`config.mk`:
```
export PLATFORM = sky130hd
export DESIGN_NAME = afe_host_ctrl
export DESIGN_NICKNAME = d
export VERILOG_FILES = /design/src/shared/afe_pkg.sv /design/src/shared/afe_seq_if.sv /design/src/design/afe_seq_timer.sv /design/src/design/afe_host_ctrl.sv
export SDC_FILE = /design/constraint.sdc
export NUM_CORES = 1
export LEC_CHECK = 0
export BUFFER_PORTS_ARGS = -buffer_cell sky130_fd_sc_hd__buf_2
export CORE_AREA = 3 3 87 89
export DETAILED_ROUTE_END_ITERATION = 8
export DIE_AREA = 0 0 90 92
export PLACE_DENSITY_LB_ADDON = 0.25
export SLEW_MARGIN = 20
export SYNTH_ARGS = -nofsm -noshare
export SYNTH_HDL_FRONTEND = slang
export SYNTH_SLANG_ARGS = --single-unit
```
`constraint.sdc`:
```
create_clock -name clk_in -period 2 [get_ports clk_in]
set_input_delay 0.4 -clock clk_in [delete_from_list [all_inputs] [get_ports clk_in]]
set_output_delay 0.4 -clock clk_in [all_outputs]
set_load 0.02 [all_outputs]
```
`src/shared/afe_pkg.sv`:
```
package afe_pkg;
  localparam int CLK_NS = 5;
  localparam int SYNC_CYC = 2;
  localparam int WORD_W = 9;
  localparam int DEPTH = 8192;
  // strobe and flag times, slowest speed grade
  localparam int STROBE_LOW_NS = 65;
  localparam int READ_ACCESS_NS = 65;
  localparam int FLAG_SETTLE_NS = 80;
  localparam int RESET_PULSE_NS = 65;
  localparam int REWIND_PULSE_NS = 65;
  localparam int STROBE_LOW_CYC = (STROBE_LOW_NS + CLK_NS - 1) / CLK_NS;
  // one spare cycle: read data may settle on the very edge that samples it
  localparam int READ_LOW_CYC = (READ_ACCESS_NS + CLK_NS - 1) / CLK_NS + SYNC_CYC + 1;
  localparam int RECOVER_CYC = (FLAG_SETTLE_NS + CLK_NS - 1) / CLK_NS + SYNC_CYC;
  localparam int RESET_LOW_CYC = (RESET_PULSE_NS + CLK_NS - 1) / CLK_NS;
  localparam int REWIND_LOW_CYC = (REWIND_PULSE_NS + CLK_NS - 1) / CLK_NS;
  // register offsets
  localparam logic [7:0] CMD_OFS = 8'h00;
  localparam logic [7:0] WDATA_OFS = 8'h04;
  localparam logic [7:0] STATUS_OFS = 8'h08;
  localparam logic [7:0] RDATA_OFS = 8'h0C;
  localparam logic [7:0] CONFIG_OFS = 8'h10;
  // status and config bit positions
  localparam int ST_BUSY = 0;
  localparam int ST_EMPTY_N = 1;
  localparam int ST_FULL_N = 2;
  localparam int ST_HALF_N = 3;
  localparam int ST_REFUSED = 4;
  localparam int ST_RDVALID = 5;
  localparam int CFG_FLOW = 0;
  localparam logic [WORD_W-1:0] WDATA_RST = 9'h000;
  typedef logic [4:0] afe_cnt_t;
  typedef enum logic [2:0] {
    AFE_OP_NONE = 3'h0,
    AFE_OP_WRITE = 3'h1,
    AFE_OP_READ = 3'h2,
    AFE_OP_RESET = 3'h3,
    AFE_OP_REWIND = 3'h4
  } afe_op_t;
  typedef enum logic [1:0] {
    AFE_SEQ_IDLE = 2'b00,
    AFE_SEQ_LOW = 2'b01,
    AFE_SEQ_HIGH = 2'b11
  } afe_seq_state_t;
endpackage

```
`src/shared/afe_seq_if.sv`:
```
`timescale 1ns/100ps
`default_nettype none
interface afe_seq_if;
  logic start;
  afe_pkg::afe_cnt_t low_len;
  afe_pkg::afe_cnt_t high_len;
  logic last_low;
  logic done;
  modport ctrl(output start, output low_len, output high_len, input last_low, input done);
  modport timer(input start, input low_len, input high_len, output last_low, output done);
endinterface
`default_nettype wire

```
`src/design/afe_seq_timer.sv`:
```
`timescale 1ns/100ps
`default_nettype none
module afe_seq_timer (
  // clock and reset
  input wire logic clk_in,
  input wire logic resetn_in,
  // control side
  afe_seq_if.timer seq
);
  afe_pkg::afe_seq_state_t state_r;
  afe_pkg::afe_cnt_t cnt_r;

  always_ff @(posedge clk_in or negedge resetn_in) begin
    if (!resetn_in) begin
      state_r <= afe_pkg::AFE_SEQ_IDLE;
      cnt_r <= 5'h00;
    end else begin
      unique case (state_r)
        afe_pkg::AFE_SEQ_IDLE: begin
          if (seq.start) begin
            state_r <= afe_pkg::AFE_SEQ_LOW;
            cnt_r <= seq.low_len - 5'h01;
          end
        end
        afe_pkg::AFE_SEQ_LOW: begin
          if (cnt_r == 5'h00) begin
            state_r <= afe_pkg::AFE_SEQ_HIGH;
            cnt_r <= seq.high_len - 5'h01;
          end else begin
            cnt_r <= cnt_r - 5'h01;
          end
        end
        afe_pkg::AFE_SEQ_HIGH: begin
          if (cnt_r == 5'h00) begin
            state_r <= afe_pkg::AFE_SEQ_IDLE;
          end else begin
            cnt_r <= cnt_r - 5'h01;
          end
        end
        default: state_r <= afe_pkg::AFE_SEQ_IDLE;
      endcase
    end
  end

  assign seq.last_low = (state_r == afe_pkg::AFE_SEQ_LOW) && (cnt_r == 5'h00);
  assign seq.done = (state_r == afe_pkg::AFE_SEQ_HIGH) && (cnt_r == 5'h00);
endmodule
`default_nettype wire

```
`src/design/afe_host_ctrl.sv`:
```
// Contract
// - grounded chain_input selects single-device use; host holds it low
// - width expansion: all devices get identical strobes, reset and rewind
// - never tie output controls of different devices together
// - depth mode: exactly one device has first_device_select_n grounded
// - each chain_output feeds the next device's chain_input in a ring
// - depth mode composite flags assert only when all devices assert
// - each system watches full where it writes, empty where it reads
// - further writes need a write strobe toggle while full is released
// - both strobes stay high while a rewind is in progress
`timescale 1ns/100ps
`default_nettype none
module afe_host_ctrl (
  // clock and reset
  input wire logic clk_in,
  input wire logic resetn_in,
  // apb slave
  input wire logic psel_in,
  input wire logic penable_in,
  input wire logic pwrite_in,
  input wire logic [7:0] paddr_in,
  input wire logic [31:0] pwdata_in,
  output logic [31:0] prdata_out,
  output logic pready_out,
  output logic pslverr_out,
  // fifo device pins
  output logic [8:0] fifo_d_out,
  output logic write_strobe_n_out,
  output logic read_strobe_n_out,
  output logic reset_n_out,
  output logic rewind_strobe_n_out,
  output logic chain_input_out,
  input wire logic [8:0] fifo_q_in,
  input wire logic empty_indicator_n_in,
  input wire logic full_indicator_n_in,
  input wire logic half_full_indicator_n_in
);
  afe_seq_if seq();
  afe_seq_timer u_timer (.clk_in(clk_in), .resetn_in(resetn_in), .seq(seq));

  logic [11:0] sync1_r;
  logic [11:0] sync2_r;
  logic busy_r;
  logic flow_r;
  logic refused_r;
  logic rdvalid_r;
  afe_pkg::afe_op_t op_r;
  logic [8:0] rdata_r;
  logic empty_s;
  logic full_s;
  logic half_s;
  logic apb_take;
  logic apb_setup;
  logic cmd_wr;
  logic op_ok;
  logic refuse;
  afe_pkg::afe_op_t req_op;

  // pins pass two flops; only the second stage is read
  always_ff @(posedge clk_in or negedge resetn_in) begin
    if (!resetn_in) begin
      sync1_r <= 12'h000;
      sync2_r <= 12'h000;
    end else begin
      sync1_r <= {half_full_indicator_n_in, full_indicator_n_in, empty_indicator_n_in, fifo_q_in};
      sync2_r <= sync1_r;
    end
  end
  // one device's flags stand for all width-expanded devices
  assign empty_s = sync2_r[9];
  assign full_s = sync2_r[10];
  assign half_s = sync2_r[11];

  assign apb_setup = psel_in && penable_in && !pready_out;
  assign apb_take = psel_in && penable_in && pready_out;
  assign cmd_wr = apb_take && pwrite_in && (paddr_in == afe_pkg::CMD_OFS);
  assign req_op = afe_pkg::afe_op_t'(pwdata_in[2:0]);
  assign op_ok = (req_op == afe_pkg::AFE_OP_WRITE) || (req_op == afe_pkg::AFE_OP_READ)
      || (req_op == afe_pkg::AFE_OP_RESET) || (req_op == afe_pkg::AFE_OP_REWIND);
  // no strobe while the flag blocks it, unless flow-through is allowed
  always_comb begin
    refuse = 1'b0;
    if (busy_r || !op_ok) begin
      refuse = 1'b1;
    end else if (req_op == afe_pkg::AFE_OP_WRITE && !full_s && !flow_r) begin
      refuse = 1'b1;
    end else if (req_op == afe_pkg::AFE_OP_READ && !empty_s && !flow_r) begin
      refuse = 1'b1;
    end
  end

  // command launch; low length chosen per operation, high length fixed
  always_comb begin
    seq.start = cmd_wr && !refuse;
    seq.high_len = 5'(afe_pkg::RECOVER_CYC);
    unique case (req_op)
      afe_pkg::AFE_OP_READ: seq.low_len = 5'(afe_pkg::READ_LOW_CYC);
      afe_pkg::AFE_OP_RESET: seq.low_len = 5'(afe_pkg::RESET_LOW_CYC);
      afe_pkg::AFE_OP_REWIND: seq.low_len = 5'(afe_pkg::REWIND_LOW_CYC);
      default: seq.low_len = 5'(afe_pkg::STROBE_LOW_CYC);
    endcase
  end

  always_ff @(posedge clk_in or negedge resetn_in) begin
    if (!resetn_in) begin
      busy_r <= 1'b0;
      op_r <= afe_pkg::AFE_OP_NONE;
    end else if (seq.start) begin
      busy_r <= 1'b1;
      op_r <= req_op;
    end else if (seq.done) begin
      busy_r <= 1'b0;
      op_r <= afe_pkg::AFE_OP_NONE;
    end
  end

  // one strobe at a time; the other strobes stay high meanwhile
  always_ff @(posedge clk_in or negedge resetn_in) begin
    if (!resetn_in) begin
      write_strobe_n_out <= 1'b1;
      read_strobe_n_out <= 1'b1;
      reset_n_out <= 1'b1;
      rewind_strobe_n_out <= 1'b1;
    end else if (seq.start) begin
      write_strobe_n_out <= !(req_op == afe_pkg::AFE_OP_WRITE);
      read_strobe_n_out <= !(req_op == afe_pkg::AFE_OP_READ);
      reset_n_out <= !(req_op == afe_pkg::AFE_OP_RESET);
      rewind_strobe_n_out <= !(req_op == afe_pkg::AFE_OP_REWIND);
    end else if (seq.last_low) begin
      write_strobe_n_out <= 1'b1;
      read_strobe_n_out <= 1'b1;
      reset_n_out <= 1'b1;
      rewind_strobe_n_out <= 1'b1;
    end
  end

  // single-device use only; no ring, no first-device select
  always_ff @(posedge clk_in or negedge resetn_in) begin
    if (!resetn_in) begin
      chain_input_out <= 1'b0;
    end else begin
      chain_input_out <= 1'b0;
    end
  end

  // write data held on the pins for the whole strobe
  always_ff @(posedge clk_in or negedge resetn_in) begin
    if (!resetn_in) begin
      fifo_d_out <= afe_pkg::WDATA_RST;
    end else if (apb_take && pwrite_in && paddr_in == afe_pkg::WDATA_OFS && !busy_r) begin
      fifo_d_out <= pwdata_in[8:0];
    end
  end

  // read word caught at the end of the low phase, access plus sync covered
  always_ff @(posedge clk_in or negedge resetn_in) begin
    if (!resetn_in) begin
      rdata_r <= 9'h000;
      rdvalid_r <= 1'b0;
    end else if (seq.last_low && op_r == afe_pkg::AFE_OP_READ) begin
      rdata_r <= sync2_r[8:0];
      rdvalid_r <= 1'b1;
    end else if (apb_take && !pwrite_in && paddr_in == afe_pkg::RDATA_OFS) begin
      rdvalid_r <= 1'b0;
    end
  end

  // refusal is sticky; a new refusal beats the clear
  always_ff @(posedge clk_in or negedge resetn_in) begin
    if (!resetn_in) begin
      refused_r <= 1'b0;
    end else begin
      refused_r <= (cmd_wr && refuse) || (refused_r && !(apb_take && pwrite_in
          && paddr_in == afe_pkg::STATUS_OFS && pwdata_in[afe_pkg::ST_REFUSED]));
    end
  end

  always_ff @(posedge clk_in or negedge resetn_in) begin
    if (!resetn_in) begin
      flow_r <= 1'b0;
    end else if (apb_take && pwrite_in && paddr_in == afe_pkg::CONFIG_OFS) begin
      flow_r <= pwdata_in[afe_pkg::CFG_FLOW];
    end
  end

  // apb answer: one wait state, data and error registered with pready
  always_ff @(posedge clk_in or negedge resetn_in) begin
    if (!resetn_in) begin
      pready_out <= 1'b0;
      pslverr_out <= 1'b0;
      prdata_out <= 32'h0000_0000;
    end else begin
      pready_out <= apb_setup;
      pslverr_out <= 1'b0;
      prdata_out <= 32'h0000_0000;
      if (apb_setup) begin
        unique case (paddr_in)
          afe_pkg::CMD_OFS: prdata_out <= {29'h0000_0000, op_r};
          afe_pkg::WDATA_OFS: prdata_out <= {23'h00_0000, fifo_d_out};
          afe_pkg::STATUS_OFS: prdata_out <= {26'h000_0000, rdvalid_r, refused_r,
              half_s, full_s, empty_s, busy_r};
          afe_pkg::RDATA_OFS: prdata_out <= {23'h00_0000, rdata_r};
          afe_pkg::CONFIG_OFS: prdata_out <= {31'h0000_0000, flow_r};
          default: pslverr_out <= 1'b1;
        endcase
      end
    end
  end

  logic [4:0] wr_low_cnt_r;
  always_ff @(posedge clk_in or negedge resetn_in) begin
    if (!resetn_in) begin
      wr_low_cnt_r <= 5'h00;
    end else if (!write_strobe_n_out) begin
      wr_low_cnt_r <= wr_low_cnt_r + 5'h01;
    end else begin
      wr_low_cnt_r <= 5'h00;
    end
  end
endmodule
`default_nettype wire

```
# ---- After elaboration in Yosys (flattened, before gate mapping)
# Index checks and enable logic that the tools add are counted.
dict set report op_classes {
  addsub 2
  n_eq_ne 15
  mux 27
  n_reduce_logical 50
}
# op count
set ops {}
lappend ops {{$pmux 9 s5} 1}
lappend ops {{$logic_and 1x1->1} 22}
lappend ops {{$mux 5} 4}
lappend ops {{$eq 8x4->1 const B} 2}
lappend ops {{$pmux 5 s3} 1}
lappend ops {{$mux 1} 14}
lappend ops {{$logic_not 1->1} 13}
lappend ops {{$sub 5x1->5 const B} 2}
lappend ops {{$eq 3x2->1 const B} 3}
lappend ops {{$mux 9} 1}
lappend ops {{$eq 8x3->1 const B} 1}
lappend ops {{$eq 8x5->1 const B} 1}
lappend ops {{$logic_not 8->1} 1}
lappend ops {{$mux 2} 3}
lappend ops {{$mux 3} 2}
lappend ops {{$pmux 2 s3} 1}
lappend ops {{$reduce_and 3->1} 2}
lappend ops {{$reduce_bool 2->1} 3}
lappend ops {{$logic_not 5->1} 1}
lappend ops {{$logic_or 1x1->1} 5}
lappend ops {{$reduce_or 5->1} 1}
lappend ops {{$ne 2x1->1 const B} 2}
lappend ops {{$ne 2x2->1 const B} 2}
lappend ops {{$eq 3x1->1 const B} 1}
lappend ops {{other kinds (5)} 5}
dict set report word_totals {
  register_bits 94
  output_inout_bits 48
  wordCells 112
}

# ---- Depth between registers and ports, before layout
dict set report depth {
  word_depth 11
  depth_mapped 7
  depth_no_buf 7
}

# ---- Hierarchy
# From an unflattened synthesis, not the netlist that was laid out.
dict set report hier_totals {
  cells_unflattened 270
  hier_area_um2 3266.9
}
# mod n_inst cells_per_inst area_each_um2
set modules_own_cells {}
lappend modules_own_cells {afe_host_ctrl 1 201 2663.8}
lappend modules_own_cells {afe_seq_timer 1 69 603.1}

# ---- Least setup slack after synthesis
# OpenSTA, ideal clock, no wires.
dict set report synth_path {
  path_type {input -> register}
  start {input port paddr_in[1]}
  end {register fifo_d_out[3]}
  setup_ps 125
  arrival_ps 1763
  required_ps 1875
  slack_ps 112
  cell_stages 5
  cell_sequence {nor4_2 -> and2_4 -> nand2_4 -> nor4_4 -> mux2_2}
}
dict set report synth_via {
  elab_chain_cells 3
}
# item line
set synth_rtl {}
lappend synth_rtl {{start, declared} afe_host_ctrl.sv:21} ;# input wire logic [7:0] paddr_in,
lappend synth_rtl {{$eq 8x3->1} afe_host_ctrl.sv:150} ;# end else if (apb_take && pwrite_in && paddr_in == afe_pkg::WDATA_OFS && !busy_r) begin
lappend synth_rtl {{$logic_and 1x1->1 (2 in series)} afe_host_ctrl.sv:150}
lappend synth_rtl {{end signal, assigned} afe_host_ctrl.sv:149} ;# fifo_d_out <= afe_pkg::WDATA_RST;
lappend synth_rtl {{end signal, assigned} afe_host_ctrl.sv:151} ;# fifo_d_out <= pwdata_in[8:0];
lappend synth_rtl {{end, declared} afe_host_ctrl.sv:27} ;# output logic [8:0] fifo_d_out,
# Every way passes these cells.
# A chain may end at the register's enable or synchronous reset.

# ---- Worst setup path in the final report
dict set report layout_path {
  start {register u_timer.cnt_r[0]}
  end {register rdata_r[6]}
}
dict set report layout_via {
  elab_chain_cells 3
}
# item line
set layout_rtl {}
lappend layout_rtl {{start, declared} afe_seq_timer.sv:11} ;# afe_pkg::afe_cnt_t cnt_r;
lappend layout_rtl {{start signal, assigned} afe_seq_timer.sv:22} ;# cnt_r <= seq.low_len - 5'h01;
lappend layout_rtl {{start signal, assigned} afe_seq_timer.sv:28} ;# cnt_r <= seq.high_len - 5'h01;
lappend layout_rtl {{start signal, assigned} afe_seq_timer.sv:30} ;# cnt_r <= cnt_r - 5'h01;
lappend layout_rtl {{$logic_not 5->1} afe_seq_timer.sv:45} ;# assign seq.last_low = (state_r == afe_pkg::AFE_SEQ_LOW) && (cnt_r == 5'h00);
lappend layout_rtl {{$logic_and 1x1->1} afe_seq_timer.sv:45}
lappend layout_rtl {{$logic_and 1x1->1} afe_host_ctrl.sv:160} ;# end else if (seq.last_low && op_r == afe_pkg::AFE_OP_READ) begin
lappend layout_rtl {{end signal, assigned} afe_host_ctrl.sv:161} ;# rdata_r <= sync2_r[8:0];
lappend layout_rtl {{end, declared} afe_host_ctrl.sv:48} ;# logic [8:0] rdata_r;
# Every way passes these cells.

==> metrics.yaml <==
placed_design:
  hpwl_mm: 4.36
  placed_area_mm2: 0.00354
  port-buffer-count: 57
  pre_cts_ws_ps: -146
  place_congestion: 0.843
final_layout:
  drive_above_1_share_pct: 41.7
  num_antenna_cells: 0
  post-route-util_pct: 54.8
  syn2layout_area_growth_pct: 22.1
  nFillCells: 613
  multi_input_area_mm2: 0.00112
  ff_latch_area_mm2: 0.00178
  stdcell_area_mm2: 0.00374
  nets: 386
outcome:
  status: "finished clean"
clock_tree:
  cts_made_buffers: 9
  ctsResizeCount: 0
  ctsLongestPathBuffers: 2
  cts_tree: "done"
  htree_levels: 3
  insertion_delay_ps: 340
  cts_root_buf: "clkbuf_8"
  postCtsSetupBuffers: 0
  clk_pin_slew_ps: 80
  hold_buffers: 0
  cts.sinks: 71
timing:
  max_slew_margin_pct: 49.2
  rsz0062_at_grt: "false"
  maxSlewViolCount: 0
  finalCritPeriodShare_pct: 93.9
  fin_ws_ps: 122
  setup_viol: 0
  min_period_ps: 1880
  worstMarginPinSlew_ps: 758
  skew_ps: 9.03
  hold_violations: 0
  max_freq_mhz: 532
die:
  die_x_um: 90
  die_y_um: 92
  num_rows: 30
  dieArea_mm2: 0.00828
  ios: 105
  coreArea_mm2: 0.00683
  start_util_pct: 44.9
yosys:
  yosysTopAreaCell: "dfrtp_1"
  syn_inst: 245
  ys_ff_latch: 71
  synthAdderAreaFrac_pct: 0.408
  synthFlopType: "dfrtp_1"
  yosysSeqAreaShare_pct: 58.1
  async_flop_share_pct: 100
  synth-compound-area-share_pct: 7.06
  synthTopCellsByArea: "dfrtp_1, mux2_2, buf_4"
  syn_avg_cell_area_um2: 12.5
  synth_xor_area_share_pct: 0.285
  ys_warn_count: 0
  synthMuxAreaShare_pct: 11.5
  syn_area_mm2: 0.00307
  synth_top_area_share_pct: 54.6
  synth-edff-count: 0
  yosys.area_share.simple_pct: 14.2
  ys_types: 49
  synth_top_family_by_area: "simple AND/OR/NAND/NOR gates"
worst_hold_path:
  hp-class: "in -> async"
job:
  maxCapViolCount: 0
route:
  wl_met1_mm: 2.73
  met2_length_mm: 2.72
  postRouteWirelength_mm: 5.86
  top_layer_used: "met4"
  via_count: 2038
  wire_per_inst_um: 13.7
  dr_wl_met3_um: 331
  postRouteAntennaNets: 0
  drtIter0Drc: 48
  drc: 0
  firstDrtPassIters: 4
  via_per_inst: 4.75
power:
  vdd_drop_max_mv: 0.445
  pwr_density_cell_mw_per_mm2: 761
  cellLeakagePower_nw: 1.85
critical_path:
  required_ps: 2230
  crit_path_end_kind: "flip-flop"
  crit_family: "simple AND/OR/NAND/NOR gates"
  worst-endpoint-arrival_ps: 2100
  slowest_delay_ps: 380
  start_kind: "flip-flop"
  path_cells: "inv_1, ha_1, nand2b_1, or3_4, nor3_4, nand3_2, buf_12, mux2_2"
  slowest_stage: "dfrtp_1"
  critPathMaxFanout: 10
  cp_num_buf_inv: 2
  crit_type: "reg -> reg"
grt:
  grt_pass1_wl_mm: 9.97
  grt_pass1_vias: 2052
  track_usage_pct: 15.3
  grt-ovfl-total: 0
  grt_start_max_net_pins: 41
  antenna_found_initial: 0
[logic make-up (layout without fill, tap and decap cells)]
group | after synthesis | count (layout)
muxes | 30 | 30
DFF | 71 | 71
AOI/OAI and AO/OA | 32 | 32
and+or+nand+nor | 70 | 70
buffers and inverters | 39 | 104
adders and majority gates | 1 | 1
other | 1 | 24
xor gates and xnor gates | 1 | 1
[stage by stage]
step                setup TNS, ps  total power (W)  cells  hold slack [ps]
CTS                             0          0.00289    429             42.4
global placement             -880          0.00173    413              332
global route                    0          0.00298    429             62.6
detailed placement           -964          0.00173    413              336
floorplan                       0          0.00166    268              104
finish                          0          0.00285    429             42.0
[cell usage in the layout (no fill, tap or decap), types with 5 or more instances in the layout]
master / netlist / layout
inv_1: 6 / 6
mux2_2: 22 / 22
dfrtp_1: 67 / 67
a21oi_1: 5 / 5
buf_4: 26 / 23
nand2_1: 14 / 14
nor2_1: 14 / 14
nor3_1: 8 / 8
clkbuf_8: 0 / 9
mux2i_1: 6 / 6
nand4_1: 5 / 5
conb_1: 1 / 24
o21ai_0: 10 / 10
buf_2: 1 / 57
[state kept, by name, summed over array words and instances, names as in the netlist, 2 cells and up]
| register | count |
|---|---|
| prdata_out | 9 |
| rdata_r | 9 |
| u_timer.cnt_r | 5 |
| fifo_d_out | 9 |
| sync2_r | 12 |
| sync1_r | 12 |
| u_timer.state_r | 2 |
| op_r | 3 |
[worst paths after layout]
check,cells after the start,slack (ps),from,endpoint
min reg2reg,0,350,sync1_r[11]$_DFF_PN0_,sync2_r[11]$_DFF_PN0_
min,1,40,resetn_in,u_timer.cnt_r[0]$_DFFE_PN0P_
max,8,120,u_timer.cnt_r[0]$_DFFE_PN0P_,rdata_r[6]$_DFFE_PN0P_
max in group asynchronous,2,1370,resetn_in,rdata_r[4]$_DFFE_PN0P_
min in group clk_in,1,160,fifo_q_in[3],sync1_r[3]$_DFF_PN0_
max reg2reg,8,120,u_timer.cnt_r[0]$_DFFE_PN0P_,rdata_r[6]$_DFFE_PN0P_
[layout make-up]
type | instances | area share (%)
clock buffers | 9 | 3.31
clock inverters | 7 | 2.07
inverters | 6 | 0.601
multi-input cells | 158 | 29.9
flip-flops and latches | 71 | 47.6
well taps | 96 | 3.21
repair buffers | 82 | 13.3
[cells in the mapped netlist, types with 2 or more instances]
master     count
dfrtp_1       67
buf_4         26
mux2_2        22
nand2_1       14
nor2_1        14
o21ai_0       10
nor3_1         8
inv_1          6
mux2i_1        6
a21oi_1        5
clkbuf_1       5
nand4_1        5
dfstp_2        4
a22oi_1        3
nand3_1        3
nor2b_1        3
o21a_1         3
a2bb2oi_1      2
and3_1         2
and3_2         2
mux4_2         2
nand2b_1       2
nor3b_1        2
nor4_4         2
o31ai_1        2
or3b_1         2
[layer usage]
layer  track usage [%]  vias up
met1              20.1      974
met5                 0        -
met4              6.89        0
met3              3.45        8
li1                  -      982
met2              24.4       74
[where the power goes]
part	total (W)	leakage, nW	internal (W)	switching, W
Clock	0.00115	0.101	0.000591	0.000555
Combinational	0.000222	0.864	0.0000802	0.000141
Sequential	0.00148	0.884	0.00147	0.0000127
Total	0.00285	1.85	0.00214	0.000709
Power figures use the tool's default switching activity.
